File: src/hw/eccp_pkg.sv
// Constants, register map and encodings for the enhanced capture/compare/PWM control block
`default_nettype none

package eccp_pkg;

  // ****************************************
  // Register byte offsets
  // ****************************************
  localparam logic [7:0] OFS_CTRL = 8'h00;
  localparam logic [7:0] OFS_TSEL = 8'h04;
  localparam logic [7:0] OFS_ASD = 8'h08;
  localparam logic [7:0] OFS_PWMC = 8'h0c;
  localparam logic [7:0] OFS_STEER = 8'h10;
  localparam logic [7:0] OFS_DUTY = 8'h14;
  localparam logic [7:0] OFS_STAT = 8'h18;

  // ****************************************
  // Reset values
  // ****************************************
  localparam logic [7:0] RST_CTRL = 8'h00;
  localparam logic [7:0] RST_TSEL = 8'h00;
  localparam logic [7:0] RST_ASD = 8'h00;
  localparam logic [7:0] RST_PWMC = 8'h00;
  localparam logic [4:0] RST_STEER = 5'h01;
  localparam logic [7:0] RST_DUTY = 8'h00;

  // ****************************************
  // Field positions
  // ****************************************
  localparam int CFG_HI = 7;
  localparam int CFG_LO = 6;
  localparam int DCB_HI = 5;
  localparam int DCB_LO = 4;
  localparam int MODE_HI = 3;
  localparam int MODE_LO = 0;
  localparam int POL_AC_BIT = 1;
  localparam int POL_BD_BIT = 0;
  localparam int ASE_BIT = 7;
  localparam int SRC_HI = 6;
  localparam int SRC_LO = 4;
  localparam int PSSAC_HI = 3;
  localparam int PSSAC_LO = 2;
  localparam int PSSBD_HI = 1;
  localparam int PSSBD_LO = 0;
  localparam int RSEN_BIT = 7;
  localparam int DLY_HI = 6;
  localparam int DLY_LO = 0;
  localparam int SYNC_BIT = 4;
  localparam int STR_HI = 3;
  localparam int STAT_IRQ_BIT = 0;
  localparam int STAT_SD_BIT = 1;

  // ****************************************
  // Mode, configuration, timer select and prescale codes
  // ****************************************
  localparam logic [3:0] MODE_OFF = 4'h0;
  localparam logic [3:0] MODE_TOGGLE = 4'h2;
  localparam logic [3:0] MODE_CAP_FALL = 4'h4;
  localparam logic [3:0] MODE_CAP_RISE = 4'h5;
  localparam logic [3:0] MODE_CAP_4 = 4'h6;
  localparam logic [3:0] MODE_CAP_16 = 4'h7;
  localparam logic [3:0] MODE_CMP_SET = 4'h8;
  localparam logic [3:0] MODE_CMP_CLR = 4'h9;
  localparam logic [3:0] MODE_CMP_SOFT = 4'ha;
  localparam logic [3:0] MODE_CMP_SPECIAL = 4'hb;
  localparam logic [1:0] MODE_PWM_TOP = 2'h3;
  localparam logic [1:0] CFG_SINGLE = 2'h0;
  localparam logic [1:0] CFG_FWD = 2'h1;
  localparam logic [1:0] CFG_HALF = 2'h2;
  localparam logic [1:0] CFG_REV = 2'h3;
  localparam logic [1:0] TSEL_RESERVED = 2'h3;
  localparam logic [3:0] PRESC_4_LAST = 4'h3;
  localparam logic [3:0] PRESC_16_LAST = 4'hf;

  // ****************************************
  // Pins and instruction cycle
  // ****************************************
  localparam int PIN_A = 0;
  localparam int PIN_B = 1;
  localparam int PIN_C = 2;
  localparam int PIN_D = 3;
  localparam int INSTR_CLKS = 4;
  localparam logic [1:0] Q_LAST = 2'(INSTR_CLKS - 1);

  // Shutdown sequencing, one bit per step except resume to run (11 to 00)
  typedef enum logic [1:0] {
    SD_RUN = 2'b00,
    SD_TRIP = 2'b01,
    SD_RESUME = 2'b11
  } eccp_sd_e;

endpackage : eccp_pkg

`default_nettype wire

File: src/hw/eccp_ctrl_decode.sv
// Control registers and mode decode of an enhanced capture/compare/PWM unit
//
// The implementer's own choices: the address map and register access over APB.
`timescale 1ns/1ps
`default_nettype none

module eccp_ctrl_decode
  import eccp_pkg::*;
#(
  parameter int ADDR_W = 8,
  parameter int DLY_W = 7
) (
  // Clock and reset
  input wire logic mclk,
  input wire logic sys_rst,
  // APB slave
  input wire logic psel,
  input wire logic penable,
  input wire logic pwrite,
  input wire logic [ADDR_W-1:0] paddr,
  input wire logic [31:0] pwdata,
  output logic [31:0] prdata,
  output logic pready,
  output logic pslverr,
  // Timer core, comparators and converter
  input wire logic tmr_match,
  input wire logic period_start,
  input wire logic pwm_raw,
  input wire logic cap_in,
  input wire logic cmp1_out,
  input wire logic cmp2_out,
  input wire logic int_pin_n,
  input wire logic adc_enable,
  // Events and decode results
  output logic cap_pulse,
  output logic tmr_rst_pulse,
  output logic adc_start_pulse,
  output logic [9:0] duty_value,
  output logic [11:0] timer_pick,
  // Bridge pins: value, enable (low drives), handed to port
  output logic [3:0] out_pin_o,
  output logic [3:0] out_pin_oe_n,
  output logic [3:0] out_pin_port
);

  // ****************************************
  // Register state
  // ****************************************
  logic [7:0] ctrl;
  logic [7:0] tsel;
  logic [6:0] asd;
  logic shutdown_status;
  logic [7:0] pwmc;
  logic [4:0] steer;
  logic [7:0] duty_high_byte;
  logic unit_irq_flag;
  logic [3:0] steer_eff;
  eccp_sd_e sd_state;
  logic [1:0] q_cnt;
  logic cmp_pin;
  logic cap_prev;
  logic [3:0] presc;

  // Field views
  logic [3:0] mode_select;
  logic [1:0] output_config;
  logic is_pwm;
  logic pol_ac;
  logic pol_bd;
  logic [2:0] shutdown_source;
  logic auto_restart_enable;
  logic [DLY_W-1:0] dead_delay_count;
  logic instr_edge;
  logic src_hit;
  logic sd_on;

  assign mode_select = ctrl[MODE_HI:MODE_LO];
  assign output_config = ctrl[CFG_HI:CFG_LO];
  assign is_pwm = (mode_select[3:2] == MODE_PWM_TOP);
  assign pol_ac = mode_select[POL_AC_BIT];
  assign pol_bd = mode_select[POL_BD_BIT];
  assign shutdown_source = asd[SRC_HI:SRC_LO];
  assign auto_restart_enable = pwmc[RSEN_BIT];
  assign dead_delay_count = pwmc[DLY_HI:DLY_LO];
  assign instr_edge = (q_cnt == Q_LAST);
  assign sd_on = (sd_state != SD_RUN);

  // ****************************************
  // APB slave
  // ****************************************
  logic acc;
  logic wr_en;
  logic w1c_irq;
  logic hit;
  logic [31:0] rd_word;

  assign acc = psel && penable && pready;
  assign wr_en = acc && pwrite;
  assign w1c_irq = wr_en && (paddr[7:0] == OFS_STAT) && pwdata[STAT_IRQ_BIT];

  // Read mux and address decode
  always_comb begin
    rd_word = 32'h0000_0000;
    hit = 1'b1;
    unique case (paddr[7:0])
      OFS_CTRL: rd_word[7:0] = ctrl;
      OFS_TSEL: rd_word[7:0] = tsel;
      OFS_ASD: rd_word[7:0] = {shutdown_status, asd};
      OFS_PWMC: rd_word[7:0] = pwmc;
      OFS_STEER: rd_word[4:0] = steer;
      OFS_DUTY: rd_word[7:0] = duty_high_byte;
      OFS_STAT: rd_word[1:0] = {sd_on, unit_irq_flag};
      default: hit = 1'b0;
    endcase
  end

  // One wait state, then registered answer
  always_ff @(posedge mclk or posedge sys_rst) begin
    if (sys_rst) begin
      pready <= 1'b0;
      prdata <= 32'h0000_0000;
      pslverr <= 1'b0;
    end else if (psel && penable && !pready) begin
      pready <= 1'b1;
      prdata <= pwrite ? 32'h0000_0000 : rd_word;
      pslverr <= !hit;
    end else begin
      pready <= 1'b0;
      pslverr <= 1'b0;
    end
  end

  // Plain software registers
  always_ff @(posedge mclk or posedge sys_rst) begin
    if (sys_rst) begin
      ctrl <= RST_CTRL;
      tsel <= RST_TSEL;
      asd <= RST_ASD[6:0];
      pwmc <= RST_PWMC;
      steer <= RST_STEER;
      duty_high_byte <= RST_DUTY;
    end else if (wr_en) begin
      unique case (paddr[7:0])
        OFS_CTRL: ctrl <= pwdata[7:0];
        OFS_TSEL: tsel <= pwdata[7:0];
        OFS_ASD: asd <= pwdata[6:0];
        OFS_PWMC: pwmc <= pwdata[7:0];
        OFS_STEER: steer <= pwdata[4:0];
        OFS_DUTY: duty_high_byte <= pwdata[7:0];
        default: ;
      endcase
    end
  end

  // ****************************************
  // Instruction cycle and steering update
  // ****************************************
  always_ff @(posedge mclk or posedge sys_rst) begin
    if (sys_rst) begin
      q_cnt <= 2'h0;
    end else begin
      q_cnt <= q_cnt + 2'h1;
    end
  end

  // Steering takes effect at period start or instruction edge
  always_ff @(posedge mclk or posedge sys_rst) begin
    if (sys_rst) begin
      steer_eff <= RST_STEER[STR_HI:0];
    end else if (steer[SYNC_BIT] ? period_start : instr_edge) begin
      steer_eff <= steer[STR_HI:0];
    end
  end

  // ****************************************
  // Auto-shutdown
  // ****************************************
  assign src_hit = (shutdown_source[0] && cmp1_out)
                || (shutdown_source[1] && cmp2_out)
                || (shutdown_source[2] && !int_pin_n);

  // Status: source sets it, set wins over software or auto clear
  always_ff @(posedge mclk or posedge sys_rst) begin
    if (sys_rst) begin
      shutdown_status <= 1'b0;
    end else if (src_hit) begin
      shutdown_status <= 1'b1;
    end else if (wr_en && (paddr[7:0] == OFS_ASD)) begin
      shutdown_status <= pwdata[ASE_BIT];
    end else if (auto_restart_enable) begin
      shutdown_status <= 1'b0;
    end
  end

  // Outputs stay in shutdown until the period after release
  always_ff @(posedge mclk or posedge sys_rst) begin
    if (sys_rst) begin
      sd_state <= SD_RUN;
    end else if (mode_select == MODE_OFF) begin
      sd_state <= SD_RUN;
    end else begin
      unique case (sd_state)
        SD_RUN: if (shutdown_status) sd_state <= SD_TRIP;
        SD_TRIP: if (!shutdown_status) sd_state <= SD_RESUME;
        SD_RESUME: begin
          if (shutdown_status) begin
            sd_state <= SD_TRIP;
          end else if (period_start) begin
            sd_state <= SD_RUN;
          end
        end
        default: sd_state <= SD_TRIP;
      endcase
    end
  end

  // ****************************************
  // Dead-band delay, true and complement
  // ****************************************
  logic [DLY_W+1:0] dly_cnt [2];
  logic [1:0] dly_out;
  logic [DLY_W+1:0] dly_target;

  assign dly_target = {dead_delay_count, 2'b00};

  for (genvar ch = 0; ch < 2; ch++) begin : g_dly
    logic wave_in;
    assign wave_in = (ch == 0) ? pwm_raw : !pwm_raw;
    // Active edge waits the delay count in instruction cycles
    always_ff @(posedge mclk or posedge sys_rst) begin
      if (sys_rst) begin
        dly_cnt[ch] <= '0;
        dly_out[ch] <= 1'b0;
      end else if (mode_select == MODE_OFF || !wave_in) begin
        dly_cnt[ch] <= '0;
        dly_out[ch] <= 1'b0;
      end else if (!dly_out[ch]) begin
        if (dly_cnt[ch] >= dly_target) begin
          dly_out[ch] <= 1'b1;
        end else begin
          dly_cnt[ch] <= dly_cnt[ch] + 1'b1;
        end
      end
    end
  end

  // ****************************************
  // Compare and capture
  // ****************************************
  logic mode_wr;
  logic cap_rise;
  logic cap_fall;
  logic cap_evt;
  logic cmp_irq;

  assign mode_wr = wr_en && (paddr[7:0] == OFS_CTRL) && (pwdata[3:0] != mode_select);
  assign cap_rise = cap_in && !cap_prev;
  assign cap_fall = !cap_in && cap_prev;
  assign cmp_irq = tmr_match && (mode_select[3:2] == 2'h2);

  // Capture edge choice with prescale
  always_comb begin
    cap_evt = 1'b0;
    unique case (mode_select)
      MODE_CAP_FALL: cap_evt = cap_fall;
      MODE_CAP_RISE: cap_evt = cap_rise;
      MODE_CAP_4: cap_evt = cap_rise && (presc[1:0] == PRESC_4_LAST[1:0]);
      MODE_CAP_16: cap_evt = cap_rise && (presc == PRESC_16_LAST);
      default: cap_evt = 1'b0;
    endcase
  end

  // Edge history and prescale counter
  always_ff @(posedge mclk or posedge sys_rst) begin
    if (sys_rst) begin
      cap_prev <= 1'b0;
      presc <= 4'h0;
    end else begin
      cap_prev <= cap_in;
      if (mode_select == MODE_OFF || mode_wr) begin
        presc <= 4'h0;
      end else if (cap_rise) begin
        presc <= presc + 4'h1;
      end
    end
  end

  // Compare pin state
  always_ff @(posedge mclk or posedge sys_rst) begin
    if (sys_rst) begin
      cmp_pin <= 1'b0;
    end else if (mode_wr) begin
      cmp_pin <= (pwdata[3:0] == MODE_CMP_CLR);
    end else if (mode_select == MODE_OFF) begin
      cmp_pin <= 1'b0;
    end else if (tmr_match) begin
      unique case (mode_select)
        MODE_TOGGLE: cmp_pin <= !cmp_pin;
        MODE_CMP_SET: cmp_pin <= 1'b1;
        MODE_CMP_CLR: cmp_pin <= 1'b0;
        default: ;
      endcase
    end
  end

  // Unit flag, event wins over write-one clear
  always_ff @(posedge mclk or posedge sys_rst) begin
    if (sys_rst) begin
      unit_irq_flag <= 1'b0;
    end else if (cmp_irq || cap_evt) begin
      unit_irq_flag <= 1'b1;
    end else if (w1c_irq) begin
      unit_irq_flag <= 1'b0;
    end
  end

  // Event pulses and decoded values
  always_ff @(posedge mclk or posedge sys_rst) begin
    if (sys_rst) begin
      cap_pulse <= 1'b0;
      tmr_rst_pulse <= 1'b0;
      adc_start_pulse <= 1'b0;
      duty_value <= 10'h000;
      timer_pick <= 12'h000;
    end else begin
      cap_pulse <= cap_evt;
      tmr_rst_pulse <= tmr_match && (mode_select == MODE_CMP_SPECIAL);
      adc_start_pulse <= tmr_match && (mode_select == MODE_CMP_SPECIAL) && adc_enable;
      duty_value <= {duty_high_byte, ctrl[DCB_HI:DCB_LO]};
      for (int u = 0; u < 4; u++) begin
        timer_pick[3*u +: 3] <= (tsel[2*u +: 2] == TSEL_RESERVED) ? 3'h0
                              : 3'(3'h1 << tsel[2*u +: 2]);
      end
    end
  end

  // ****************************************
  // Pin decode
  // ****************************************
  logic [3:0] next_o;
  logic [3:0] next_oe_n;
  logic [3:0] next_port;

  always_comb begin
    next_o = 4'h0;
    next_oe_n = 4'hf;
    next_port = 4'hf;
    if (!is_pwm) begin
      // Pin A belongs to capture and to toggle/set/clear compare, others to port
      unique case (mode_select)
        MODE_TOGGLE, MODE_CMP_SET, MODE_CMP_CLR: begin
          next_port[PIN_A] = 1'b0;
          next_oe_n[PIN_A] = 1'b0;
          next_o[PIN_A] = cmp_pin;
        end
        MODE_CAP_FALL, MODE_CAP_RISE, MODE_CAP_4, MODE_CAP_16: begin
          next_port[PIN_A] = 1'b0;
        end
        default: ;
      endcase
    end else begin
      unique case (output_config)
        CFG_SINGLE: begin
          for (int i = 0; i < 4; i++) begin
            if (steer_eff[i]) begin
              next_port[i] = 1'b0;
              next_oe_n[i] = 1'b0;
              next_o[i] = dly_out[0] ^ ((i % 2 == 0) ? pol_ac : pol_bd);
            end
          end
        end
        CFG_FWD: begin
          next_port = 4'h0;
          next_oe_n = 4'h0;
          next_o[PIN_A] = !pol_ac;
          next_o[PIN_B] = pol_bd;
          next_o[PIN_C] = pol_ac;
          next_o[PIN_D] = dly_out[0] ^ pol_bd;
        end
        CFG_HALF: begin
          next_port[PIN_A] = 1'b0;
          next_port[PIN_B] = 1'b0;
          next_oe_n[PIN_A] = 1'b0;
          next_oe_n[PIN_B] = 1'b0;
          next_o[PIN_A] = dly_out[0] ^ pol_ac;
          next_o[PIN_B] = dly_out[1] ^ pol_bd;
        end
        CFG_REV: begin
          next_port = 4'h0;
          next_oe_n = 4'h0;
          next_o[PIN_A] = pol_ac;
          next_o[PIN_B] = dly_out[0] ^ pol_bd;
          next_o[PIN_C] = !pol_ac;
          next_o[PIN_D] = pol_bd;
        end
      endcase
      if (sd_on) begin
        for (int i = 0; i < 4; i++) begin
          if (!next_port[i]) begin
            if ((i % 2 == 0) ? asd[PSSAC_HI] : asd[PSSBD_HI]) begin
              next_oe_n[i] = 1'b1;
              next_o[i] = 1'b0;
            end else begin
              next_oe_n[i] = 1'b0;
              next_o[i] = (i % 2 == 0) ? asd[PSSAC_LO] : asd[PSSBD_LO];
            end
          end
        end
      end
    end
  end

  // Registered pins
  always_ff @(posedge mclk or posedge sys_rst) begin
    if (sys_rst) begin
      out_pin_o <= 4'h0;
      out_pin_oe_n <= 4'hf;
      out_pin_port <= 4'hf;
    end else begin
      out_pin_o <= next_o;
      out_pin_oe_n <= next_oe_n;
      out_pin_port <= next_port;
    end
  end

  // ****************************************
  // Assertions
  // ****************************************
  a_nonpwm_port: assert property (@(posedge mclk) disable iff (sys_rst)
    !is_pwm |=> out_pin_port[3:1] == 3'h7)
    else $error("non-PWM mode left B, C or D off the port");

  a_rev_pins: assert property (@(posedge mclk) disable iff (sys_rst)
    (is_pwm && output_config == CFG_REV && !sd_on)
    |=> (out_pin_o[PIN_C] == !$past(pol_ac)) && (out_pin_oe_n == 4'h0))
    else $error("reverse bridge pins wrong");

  a_toggle_match: assert property (@(posedge mclk) disable iff (sys_rst)
    (mode_select == MODE_TOGGLE && tmr_match && !mode_wr) |=> cmp_pin != $past(cmp_pin))
    else $error("compare pin did not toggle on match");

  a_flag_on_match: assert property (@(posedge mclk) disable iff (sys_rst)
    (tmr_match && mode_select == MODE_CMP_SET) |=> unit_irq_flag ##1 1)
    else $error("match did not set the unit flag");

  a_special_event: assert property (@(posedge mclk) disable iff (sys_rst)
    (tmr_match && mode_select == MODE_CMP_SPECIAL && adc_enable)
    |=> tmr_rst_pulse && adc_start_pulse)
    else $error("special event missed timer reset or conversion");

  a_sd_status_set: assert property (@(posedge mclk) disable iff (sys_rst)
    src_hit |=> shutdown_status ##1 sd_on)
    else $error("shutdown source did not trip the outputs");

  a_resume_period: assert property (@(posedge mclk) disable iff (sys_rst)
    (sd_state == SD_RESUME && !period_start && !shutdown_status
     && mode_select != MODE_OFF) |=> sd_on)
    else $error("outputs resumed before a period start");

  a_dead_delay: assert property (@(posedge mclk) disable iff (sys_rst)
    $rose(dly_out[0]) |-> $past(dly_cnt[0]) >= $past(dly_target))
    else $error("active edge came before the dead delay");

  a_steer_update: assert property (@(posedge mclk) disable iff (sys_rst)
    $changed(steer_eff) |-> ($past(steer[SYNC_BIT]) ? $past(period_start)
                                                    : $past(instr_edge)))
    else $error("steering changed outside its update point");

  a_duty_join: assert property (@(posedge mclk) disable iff (sys_rst)
    ##1 duty_value == {$past(duty_high_byte), $past(ctrl[DCB_HI:DCB_LO])})
    else $error("duty value not joined from high byte and low bits");

endmodule : eccp_ctrl_decode

`default_nettype wire

File: config.mk
export PLATFORM = sky130hd
export DESIGN_NAME = eccp_ctrl_decode
export DESIGN_NICKNAME = d
export VERILOG_FILES = /design/src/hw/eccp_pkg.sv /design/src/hw/eccp_ctrl_decode.sv
export SDC_FILE = /design/constraint.sdc
export NUM_CORES = 1
export LEC_CHECK = 0
export ABC_AREA = 1
export BUFFER_PORTS_ARGS = -buffer_cell sky130_fd_sc_hd__buf_2
export CAP_MARGIN = 20
export CORE_MARGIN = 2
export CORE_UTILIZATION = 39
export CTS_CLUSTER_SIZE = 20
export DETAILED_ROUTE_END_ITERATION = 8
export PLACE_DENSITY_LB_ADDON = 0.2
export SETUP_SLACK_MARGIN = 0.15
export SYNTH_ARGS = -nofsm -noshare
export SYNTH_HDL_FRONTEND = slang
export SYNTH_SLANG_ARGS = --single-unit
File: constraint.sdc
create_clock -name mclk -period 4.45 [get_ports mclk]
set_input_delay 0.89 -clock mclk [delete_from_list [all_inputs] [get_ports mclk]]
set_output_delay 0.89 -clock mclk [all_outputs]
set_load 0.01 [all_outputs]
==> results by group, run 1 <==
Synthesis
  • Seq/Total Area, Yosys: 47.99%
  • XOR/XNOR Fraction of Synth Area: approximately 2.1%
  • Post-synthesis compound-gate area fraction: 7.527%
  • Synth Cell Area: 6649 µm²
  • Ys flop type: dfrtp_1
  • Top cells by count, synth: nand2_1 (224), dfrtp_1 (117), inv_1 (83)
  • Synth top area cells: dfrtp_1 (44%), nand2_1 (13%), nand3_1 (5.8%)
  • Most frequent cell after synthesis: nand2_1
  • Synth Register Bits: 127
  • Post-synth top area share: about 44%
  • Cell accounting for the most synthesized area: dfrtp_1
  • Largest family of logic cells by synthesized area: simple AND/OR/NAND/NOR gates
  • Mux cell area share after synthesis: 0.1694%
  • Mapped Cells: 794
  • Warning count from the yosys run: 0
  • Fraction of the mapped netlist area in adder cells: 3.764%
  • Avg Inst Size Synth: 8.374 µm²
  • Ys async rst share: 100.0%
  • EDFF count, synth: 0
  • Simple-gate share of the synthesized area: 28.53%
  • Post-synthesis cell type count: 41

Place
  • Placer Congestion: 0.8489
  • Placed cell count: ~1100
  • DP HPWL: ~11 mm
  • Dpl cell area: slightly above 7000 µm²
  • IO buf count: 75

Final layout
  • Finished Layout Cells: between 1000 and 1500
  • Finished Cell Area: ~7700 µm²
  • # fillers: 1625
  • Share of cells above drive strength 1: 19.03%
  • Finished Core Util: ~46%
  • NumNets Final: 949
  • Multi-input logic area: 2889 µm²
  • # diodes: 0
  • Reg area: 3191 µm²
  • P&R area growth vs syn: 16.30%

Critical path
  • Reg2Reg Depth: 8
  • Worst EP required: 3.56 ns
  • CP Class: reg -> out
  • Bufs and invs on worst path: 1
  • RR Startpoint: dly_cnt[13]
  • Crit-path max cell delay: 0.51 ns
  • Startpoint types: flip-flop
  • Critical Path End Type: output pin
  • CP delay by family, top: flip-flops
  • Max FO, Critical Path: 1
  • Cell count along the critical path: 1
  • CP max-delay cell: dfstp_2
  • FF-to-FF setup slack: 2.63 ns
  • Crit. Startpoint: out_pin_oe_n[2]
  • End point of the critical path: out_pin_oe_n[2]
  • Critical Path AT: 1.06 ns
  • Critical-path cell list: buf_2
  • FF-to-FF End: dly_cnt[14]

Power and ir drop
  • Total Power: about 2.9 mW
  • VDD IR max: around 0.25 mV
  • Cell Pwr Density: 379.8 nW/µm²
  • Pleak: between 4 and 5 nW

Status
  • Outcome: finished clean

Route
  • Drt total wl: about 15 mm
  • First-pass detailed-route iteration total: 4
  • Wire length per cell: 13.88 µm
  • DR vias/cell: 4.701
  • Count of antenna-violating nets left after detailed routing: 0
  • Drt drc: 0
  • DRT iter0 DRCs: between 300 and 400
  • Via count: ~5200

Flow run
  • # Max-Cap Violations: 0

Clock network
  • Post-CTS resize count: 0
  • CTS tree: built
  • Htree depth: 4
  • Clk sinks: about 130
  • Root Driver: clkbuf_16
  • Cts hold-fix bufs: 0
  • Num CTS Buffers: 17
  • CTS max path bufs: 2
  • Setup Buffers After CTS: 0
  • Clk pin slew, worst setup/hold paths: 0.06 ns
  • Clk_lat worst skew: 0.42 ns

STA
  • Slew @ Worst Pin: 0.8600 ns
  • RSZ-0062 raised after global routing: false
  • Max Freq: approximately 510 MHz
  • Final setup viols: 0
  • Final period utilization: 43.80%
  • Fin. Hold Viols: 0
  • Final-report max-slew violation count: 0
  • Skew final: 0.006000 ns
  • Final setup TNS: 0 ns
  • Min cycle time layout: a little under 2 ns
  • Slew headroom: 42.67%

Floorplanning
  • Top-Level Pins: roughly 120
  • FP Rows: 47
  • Die area: between 15000 and 20000 µm²
  • Die W: around 130 µm
  • Die height: 134.6 µm
  • Core area: 16640 µm²
  • Initial Utilization: 39.95%

Global routing
  • Vias in the first global route: 4852
  • GR Util All Layers: 18.10%
  • Global-route wire length before repair: 25.34 mm
  • GRT overflow: 0
  • Largest net degree at the start of global routing: ~70
  • Initial antenna violation count: 0

Min path
  • Worst min path class: reg -> reg
  • WHS Path Cells: 0
[worst min-delay path by stage]
stage,from,end
final,ctrl[4],duty_value[0]
after CTS,ctrl[4],duty_value[0]
after floorplan,ctrl[4],duty_value[0]
after detailed placement,ctrl[4],duty_value[0]
after global routing,ctrl[4],duty_value[0]
after global placement,ctrl[4],duty_value[0]
[power breakdown]
| group | switching (mW) | total (mW) | internal [mW] |
|---|---|---|---|
| registers | 0.0303 | 1.23 | 1.20 |
| clock network | 0.499 | 1.46 | 0.959 |
| logic | 0.164 | 0.244 | 0.0808 |
| total | 0.693 | 2.94 | 2.24 |
[per-stage QoR]
step / setup WS (ns) / hold slack (ns)
after floorplan: 0.1923 / 0.3744
after global placement: 2.285 / 0.4093
after detailed placement: 2.250 / 0.4091
after CTS: 2.490 / 0.4228
after global routing: 2.389 / 0.4357
final: 2.501 / 0.4177
[logic make-up after synthesis]
kind of cell | Yosys count
AO/OA/AOI/OAI | 89
AND/OR/NAND/NOR | 411
other | 1
multiplexers | 1
buffers and inverters | 129
XOR/XNOR | 16
adder cells (fa/ha/maj) | 20
flip-flops | 127
[placed cells by master (no fill, tap or decap), types with 6 or more instances in the layout]
master / n
clkbuf_16: 17
nor2_4: 6
a21oi_1: 11
nand3_1: 77
nor2_1: 60
nand2_1: 224
inv_1: 82
o21ai_2: 8
o21ai_0: 48
inv_2: 7
ha_1: 20
nand4_1: 6
o21ai_1: 11
conb_1: 24
dfrtp_1: 117
xor2_1: 13
buf_2: 75
dfstp_2: 10
nand2_2: 9
[per-layer routing]
metal | vias up | wire (µm) | track usage, %
met1 | 2419 | 7070 | 24.33
met2 | 105 | 7453 | 29.31
met5 | - | 0 | 0
met3 | 21 | 558 | 3.116
li1 | 2664 | - | -
met4 | 0 | 293 | 7.018
[sequential cells by signal (all words and copies together) (netlist names), 5 cells and up]
signal / count
dly_cnt: 18
steer: 5
prdata: 8
duty_high_byte: 8
asd: 7
pwmc: 8
timer_pick: 12
tsel: 8
duty_value: 10
ctrl: 8
[cell type report]
cell class                      count  share of cell area, %
Sequential cell                   127                  41.26
Inverter                           93                  4.676
Clock buffer                       20                  5.906
Timing Repair Buffer               76                  5.113
Clock inverter                     11                  2.120
Tap cell                          220                  3.560
Multi-Input combinational cell    561                  37.36
No activity file was read; power rests on OpenSTA's default activity.
==> run 2, diff against run 1 <==
ABC_AREA = 0   (was 1)
clock period = 1.8 ns   (was 4.45 ns; I/O delays follow)
==> run 2 against run 1 <==
  * The run now ends with negative setup slack left
  * Highest routed layer unchanged
  * Global-route usage is 0.65 points higher
  * Worst hold slack got worse by 0.37 ns
  * Cell count down 16%
  * Routed wire length grew 1.4%
  * Critical path depth is 6 higher
  * Flip-flop and latch count is the same
  * Non-clock buffer count increased by 65
  * Critical path type is now reg -> reg
  * Combinational power increased by 39%
==> results by group, run 2 <==
Final layout
  • Share of cells above drive strength 1: 40.97% (+22 points)
  • NumNets Final: 780 (-18%)
  • Max reg flops: 18 (unchanged)
  • Multi-input logic area: 3137 µm² (+8.6%)
  • Most flops, register: dly_cnt
  • P&R area growth vs syn: 30.72%
  • Largest regs: dly_cnt (18), timer_pick (12), duty_value (10)
  • # diodes: 0 (unchanged)
  • Most common cell after layout, fill and taps aside: dfrtp_1
  • Reg area: 3193 µm² (about the same)
  • # fillers: 1421 (-13%)
  • Commonest cells after routing, fill and taps aside: dfrtp_1 (115), buf_2 (75), buf_4 (57)

Min path
  • Worst min path class: in -> async

Power and ir drop
  • Pleak: 3.937 nW (-4.7%)
  • VDD IR max: 0.6811 mV (+170%)
  • Cell Pwr Density: 811.1 nW/µm² (+110%)
  • Total Power: 6.684 mW (+130%)

Route
  • Drt total wl: 15.59 mm (+1.4%)
  • Drt drc: 0 (unchanged)
  • Count of antenna-violating nets left after detailed routing: 0 (unchanged)
  • DR vias/cell: 5.140 (+9.3%)
  • Via count: 4811 (-7.6%)
  • Wire length per cell: 16.66 µm (+20%)
  • DRT iter0 DRCs: 244 (-28%)
  • First-pass detailed-route iteration total: 4 (unchanged)

Synthesis
  • XOR/XNOR Fraction of Synth Area: 1.945% (-0.16 points)
  • Post-synthesis compound-gate area fraction: 10.76% (+3.2 points)
  • Seq/Total Area, Yosys: 50.61% (+2.6 points)
  • Top cells by count, synth: dfrtp_1 (117), mux2_2 (49), nor2_1 (37)
  • Mapped Cells: 572 (-28%)
  • Synth Register Bits: 127 (unchanged)
  • Simple-gate share of the synthesized area: 14.96% (-14 points)
  • Synth Cell Area: 6305 µm² (-5.2%)
  • Fraction of the mapped netlist area in adder cells: 3.969% (+0.21 points)
  • Ys async rst share: 100.0% (unchanged)
  • Avg Inst Size Synth: 11.02 µm² (+32%)
  • Largest family of logic cells by synthesized area: simple AND/OR/NAND/NOR gates
  • EDFF count, synth: 0 (unchanged)
  • Warning count from the yosys run: 0 (unchanged)
  • Cell accounting for the most synthesized area: dfrtp_1
  • Ys flop type: dfrtp_1
  • Mux cell area share after synthesis: 11.65% (+11 points)
  • Synth top area cells: dfrtp_1 (46%), mux2_2 (8.8%), dfstp_2 (4.2%)
  • Post-synthesis cell type count: 69 (+68%)
  • Most frequent cell after synthesis: dfrtp_1
  • Post-synth top area share: 46.44% (+2.4 points)

STA
  • Hold Slack: 0.04781 ns (-0.3699 ns)
  • Skew final: 0.007778 ns (+0.001779 ns)
  • Slew headroom: 66.10% (+23 points)
  • Fin. Hold Viols: 0 (unchanged)
  • Min cycle time layout: 1.917 ns
  • Final setup viols: 11 (+11)
  • Slew @ Worst Pin: 0.4944 ns (-0.3656 ns)
  • Setup WS post-layout: -0.1167 ns (-2.618 ns)
  • Max Freq: 521.7 MHz
  • Final-report max-slew violation count: 0 (unchanged)
  • RSZ-0062 raised after global routing: true
  • Final period utilization: 106.5%

Place
  • DP HPWL: 10.94 mm (-2.4%)
  • Placer Congestion: 0.8951 (+5.4%)
  • IO buf count: 75 (unchanged)

Clock network
  • Root Driver: clkbuf_16
  • Htree depth: 4 (unchanged)
  • Cts hold-fix bufs: 0 (unchanged)
  • Clk pin slew, worst setup/hold paths: 0.06 ns (about the same)
  • Clk sinks: 127 (unchanged)
  • CTS max path bufs: 2 (unchanged)
  • CTS tree: built
  • Clk_lat worst skew: 0.42 ns (about the same)
  • Num CTS Buffers: 17 (unchanged)

Floorplanning
  • Core area: 15830 µm² (-4.9%)
  • Top-Level Pins: 124 (unchanged)
  • Initial Utilization: 39.83% (-0.12 points)
  • Die W: 131.1 µm (-2.5%)
  • Die area: 17200 µm² (-5.0%)
  • Die height: 131.1 µm (-2.5%)
  • FP Rows: 46 (-2.1%)

Global routing
  • GRT overflow: 0 (unchanged)
  • Vias in the first global route: 4954 (+2.1%)
  • GR Util All Layers: 18.75% (+0.65 points)
  • Initial antenna violation count: 0 (unchanged)
  • Largest net degree at the start of global routing: 70 (+1.4%)
  • Global-route wire length before repair: 25.50 mm (+0.63%)

Critical path
  • Reg2Reg Depth: 7 (-1)
  • FF-to-FF setup slack: -0.12 ns (-2.75 ns)
  • Startpoint types: flip-flop
  • Worst EP required: 2.14 ns (-1.42 ns)
  • CP Class: reg -> reg
  • Critical Path AT: 2.26 ns (+1.20 ns)
  • RR Startpoint: pwmc[2]
  • Critical Path End Type: flip-flop
  • Max FO, Critical Path: 8 (+7)
  • FF-to-FF End: dly_cnt[0]

Status
  • Outcome: finished with violations
  • Failing checks: negative setup slack

Flow run
  • # Max-Cap Violations: 0 (unchanged)
## run 2: cell types whose count changed in the layout (fill, tap and decap cells not counted), moves of 10 or more
cell,before,now
xor2_1,13,3
o21ai_1,11,1
nor2b_1,0,14
nand3_1,77,14
o21ai_0,48,20
nand2_1,224,29
buf_4,0,57
inv_1,82,19
mux2_2,1,43
a21oi_2,1,11
mux2i_1,0,16
nor2_1,60,37
## run 2: cell families (layout without fill, tap and decap cells)
group / count (synthesis) / count (layout)
xor gates and xnor gates: 14 / 14
buffers and inverters: 74 / 198
AOI/OAI and AO/OA: 103 / 104
muxes: 66 / 66
other: 1 / 24
adders and majority gates: 20 / 20
DFF: 127 / 127
and+or+nand+nor: 167 / 167
## run 2: stage by stage
step | util [%] | cell area (µm²) | setup slack [ns] | setup TNS, ns | cells
detailed placement | 46.00 | 7281 | -0.2264 | -7.335 | 887
global placement | 46.00 | 7281 | -0.1904 | -5.837 | 887
floorplan | - | 6535 | -0.1191 | -14.17 | 595
CTS | 50.91 | 8058 | -0.07132 | -0.2451 | 928
finish | 52.07 | 8242 | -0.1167 | -0.4826 | 936
global route | 52.07 | 8242 | -0.1541 | -1.657 | 936
## run 2: how the worst max path moves through the flow
stage	from	depth (start not counted)	to	slack, ns
after floorplan	sys_rst	1	adc_start_pulse	-0.12
final	pwmc[2]	7	dly_cnt[0]	-0.12
after global placement	paddr[5]	6	unit_irq_flag	-0.19
after global routing	pwmc[2]	7	dly_cnt[0]	-0.15
after detailed placement	paddr[5]	6	unit_irq_flag	-0.23
after CTS	pwmc[6]	7	dly_cnt[3]	-0.07
## run 2: per-layer routing
| layer | wire length (µm) | GRT usage (%) | vias to the layer above |
|---|---|---|---|
| met3 | 551 | 4.861 | 15 |
| li1 | - | - | 2278 |
| met1 | 7129 | 24.37 | 2403 |
| met5 | 0 | 0 | - |
| met2 | 7712 | 30.70 | 115 |
| met4 | 196 | 6.039 | 0 |
## run 2: power by group
part           switching, mW  total, mW  internal (mW)
clock network           1.23       3.45           2.22
logic                  0.221      0.338          0.116
registers             0.0164       2.90           2.88
## run 2: what timing repair did
item                       4_1_cts  5_1_grt
setup buffers                    9        7
hold endpoints to repair         0        0
cloned                           0        1
pin swaps                       15       21
setup endpoints to repair       19       36
gates resized for setup         22       26
## run 2: worst max-delay path, cell delays in order (launching register included)
cell and delay, ns:
dfrtp_1 0.39, inv_2 0.12, ha_4 0.23, a41oi_2 0.29, a21oi_4 0.15, buf_6 0.15
or3_4 0.37, a21oi_2 0.13
## run 2: final cells by class
| cell class | instances | share of cell area, % |
|---|---|---|
| Sequential cell | 127 | 38.74 |
| Multi-Input combinational cell | 395 | 38.06 |
| Timing Repair Buffer | 141 | 11.40 |
| Clock buffer | 23 | 6.042 |
| Tap cell | 216 | 3.279 |
| Clock inverter | 9 | 1.290 |
| Inverter | 25 | 1.184 |
==> run 3, diff against run 2 <==
PLACE_DENSITY_LB_ADDON = 0.1   (was 0.2)
==> run 3 against run 2 <==
  * The flow still finishes with violations (negative setup slack)
  * Critical endpoint is now dly_cnt[8]
  * Register-to-register slack improved by 0.08 ns
  * Fmax up 4.3%
  * Largest cell class is now multi-input combinational cells
  * Critical path type unchanged
  * Worst hold slack worse by 0.0070 ns
  * Worst setup slack improved by 0.078 ns
  * Count of clock-buffer cells in the layout is 1 lower
  * Combinational power up 9.5%
  * Via count grew 0.73%
  * Power is 0.61% lower
==> results by group, run 3 (synthesized netlist as in run 2, its figures left out) <==
Place
  • IO buf count: 75 (unchanged)
  • DP HPWL: 11.21 mm (+2.5%)
  • Placer Congestion: 0.8300 (-7.3%)
  • Dpl cell area: 7363 µm² (+1.1%)

Final layout
  • Share of cells above drive strength 1: 42.80% (+1.8 points)
  • Largest regs: dly_cnt (18), timer_pick (12), duty_value (10)
  • Commonest cells after routing, fill and taps aside: dfrtp_1 (116), buf_2 (75), buf_4 (63)
  • NumNets Final: 791 (+1.4%)
  • P&R area growth vs syn: 35.01%
  • Finished Cell Area: 8512 µm² (+3.3%)
  • Most flops, register: dly_cnt
  • Max reg flops: 18 (unchanged)
  • Most common cell after layout, fill and taps aside: dfrtp_1
  • # diodes: 0 (unchanged)

Clock network
  • Htree depth: 4 (unchanged)
  • CTS tree: built
  • Clk_lat worst skew: 0.42 ns (about the same)
  • Clk pin slew, worst setup/hold paths: 0.05 ns (about the same)
  • Clk sinks: 127 (unchanged)
  • Cts hold-fix bufs: 0 (unchanged)
  • CTS max path bufs: 2 (unchanged)
  • Num CTS Buffers: 17 (unchanged)
  • Root Driver: clkbuf_16

Floorplanning
  • Die area: 17200 µm² (unchanged)
  • Top-Level Pins: 124 (unchanged)
  • FP Rows: 46 (unchanged)
  • Core area: 15830 µm² (unchanged)
  • Die W: 131.1 µm (unchanged)
  • Initial Utilization: 39.83% (unchanged)
  • Die height: 131.1 µm (unchanged)

Route
  • Wire length per cell: 17.13 µm (+2.9%)
  • Via count: 4846 (+0.73%)
  • Count of antenna-violating nets left after detailed routing: 0 (unchanged)
  • First-pass detailed-route iteration total: 4 (unchanged)
  • Drt total wl: 16.19 mm (+3.8%)
  • DR vias/cell: 5.128 (-0.23%)
  • Drt drc: 0 (unchanged)
  • DRT iter0 DRCs: 285 (+17%)

STA
  • Skew final: 0.007725 ns (-0.00005377 ns)
  • Final period utilization: 102.1% (-4.4 points)
  • Min cycle time layout: 1.838 ns (-0.07840 ns)
  • Setup WS post-layout: -0.03830 ns (+0.07840 ns)
  • Max Freq: 544.0 MHz (+4.3%)
  • Hold Slack: 0.04076 ns (-0.007050 ns)
  • RSZ-0062 raised after global routing: true
  • Final-report max-slew violation count: 0 (unchanged)
  • Final setup viols: 4 (-7)
  • Fin. Hold Viols: 0 (unchanged)

Power and ir drop
  • Cell Pwr Density: 780.5 nW/µm² (-3.8%)
  • Total Power: 6.644 mW (-0.61%)
  • VDD IR max: 0.7175 mV (+5.4%)
  • Pleak: 4.017 nW (+2.0%)

Min path
  • Worst min path class: in -> async

Status
  • Failing checks: negative setup slack
  • Outcome: finished with violations

Critical path
  • Critical Path End Type: flip-flop
  • Max FO, Critical Path: 4 (-4)
  • CP Class: reg -> reg
  • Worst EP required: 2.15 ns (about the same)
  • Critical Path AT: 2.18 ns (-0.08 ns)
  • Startpoint types: flip-flop

Global routing
  • Largest net degree at the start of global routing: 78 (+11%)
  • GR Util All Layers: 18.76% (about the same)
  • Initial antenna violation count: 0 (unchanged)
  • GRT overflow: 0 (unchanged)
  • Vias in the first global route: 4924 (-0.61%)
  • Global-route wire length before repair: 25.53 mm (+0.14%)

Flow run
  • # Max-Cap Violations: 0 (unchanged)
==> run 3: changes by cell type in the layout (fill, tap and decap cells not counted), moves of 3 or more <==
cell,previous run,this run
clkbuf_8,5,1
mux2_4,6,26
nor2_2,0,5
nand3_1,14,11
clkinvlp_4,4,1
nand2_8,0,6
mux2_2,43,23
buf_4,57,63
a21oi_2,11,8
nor2_1,37,31
clkbuf_1,1,4
==> run 3: metal layers <==
| layer | global-route usage, % | vias to the layer above | part of all wire, % |
|---|---|---|---|
| li1 | - | 2306 | - |
| met1 | 24.89 | 2418 | 46 |
| met2 | 30.91 | 103 | 49 |
| met3 | 3.704 | 19 | 3.5 |
| met4 | 6.280 | 0 | 1.3 |
| met5 | 0 | - | 0 |
==> run 3: layout make-up <==
cell class / count / area, µm²
sequential: 127 / 3192
timing repair buffer: 149 / 1007
fill: 1399 / 7316
clock inverter: 8 / 115.1
multi-input combinational: 398 / 3376
clock buffer: 22 / 454.2
tap: 216 / 270.3
inverter: 25 / 97.59
==> run 3: critical path, cell delays in order, from the launching register on <==
cell	delay [ns]
dfrtp_1	0.38
inv_2	0.11
ha_4	0.22
a211oi_4	0.25
o21ai_2	0.13
or4_1	0.53
a21oi_2	0.14
==> run 3: worst paths after layout <==
| check | start | cells after the start | to | slack [ns] |
|---|---|---|---|---|
| worst max-delay path | pwmc[6] | 6 | dly_cnt[8] | -0.04 |
| worst max register to register | pwmc[6] | 6 | dly_cnt[8] | -0.04 |
| worst min register to register | duty_high_byte[4] | 0 | duty_value[6] | 0.40 |
| max in group asynchronous | sys_rst | 3 | out_pin_oe_n[0] | 1.34 |
| worst min-delay path | sys_rst | 3 | duty_high_byte[3] | 0.04 |
| min in group mclk | cap_in | 1 | cap_prev | 0.07 |
==> run 3: power breakdown <==
| group | internal, mW | switching, mW |
|---|---|---|
| Clock | 2.18 | 1.19 |
| Combinational | 0.130 | 0.240 |
| Sequential | 2.88 | 0.0162 |
| Total | 5.19 | 1.45 |
==> run 3: through the flow <==
step / setup WS (ns) / utilization, % / std cells / setup TNS (ns)
floorplan: -0.1191 / - / 595 / -14.17
global placement: -0.1551 / 46.52 / 898 / -4.237
detailed placement: -0.2083 / 46.52 / 898 / -5.469
CTS: -0.01291 / 51.73 / 937 / -0.01475
global route: -0.1265 / 53.78 / 945 / -1.071
finish: -0.03830 / 53.78 / 945 / -0.07930
==> run 3: repair_timing <==
action,in CTS,in global routing
gates resized for setup,40,56
pin swaps,25,30
setup buffers,8,5
setup endpoints to repair,31,56
gates cloned,1,3
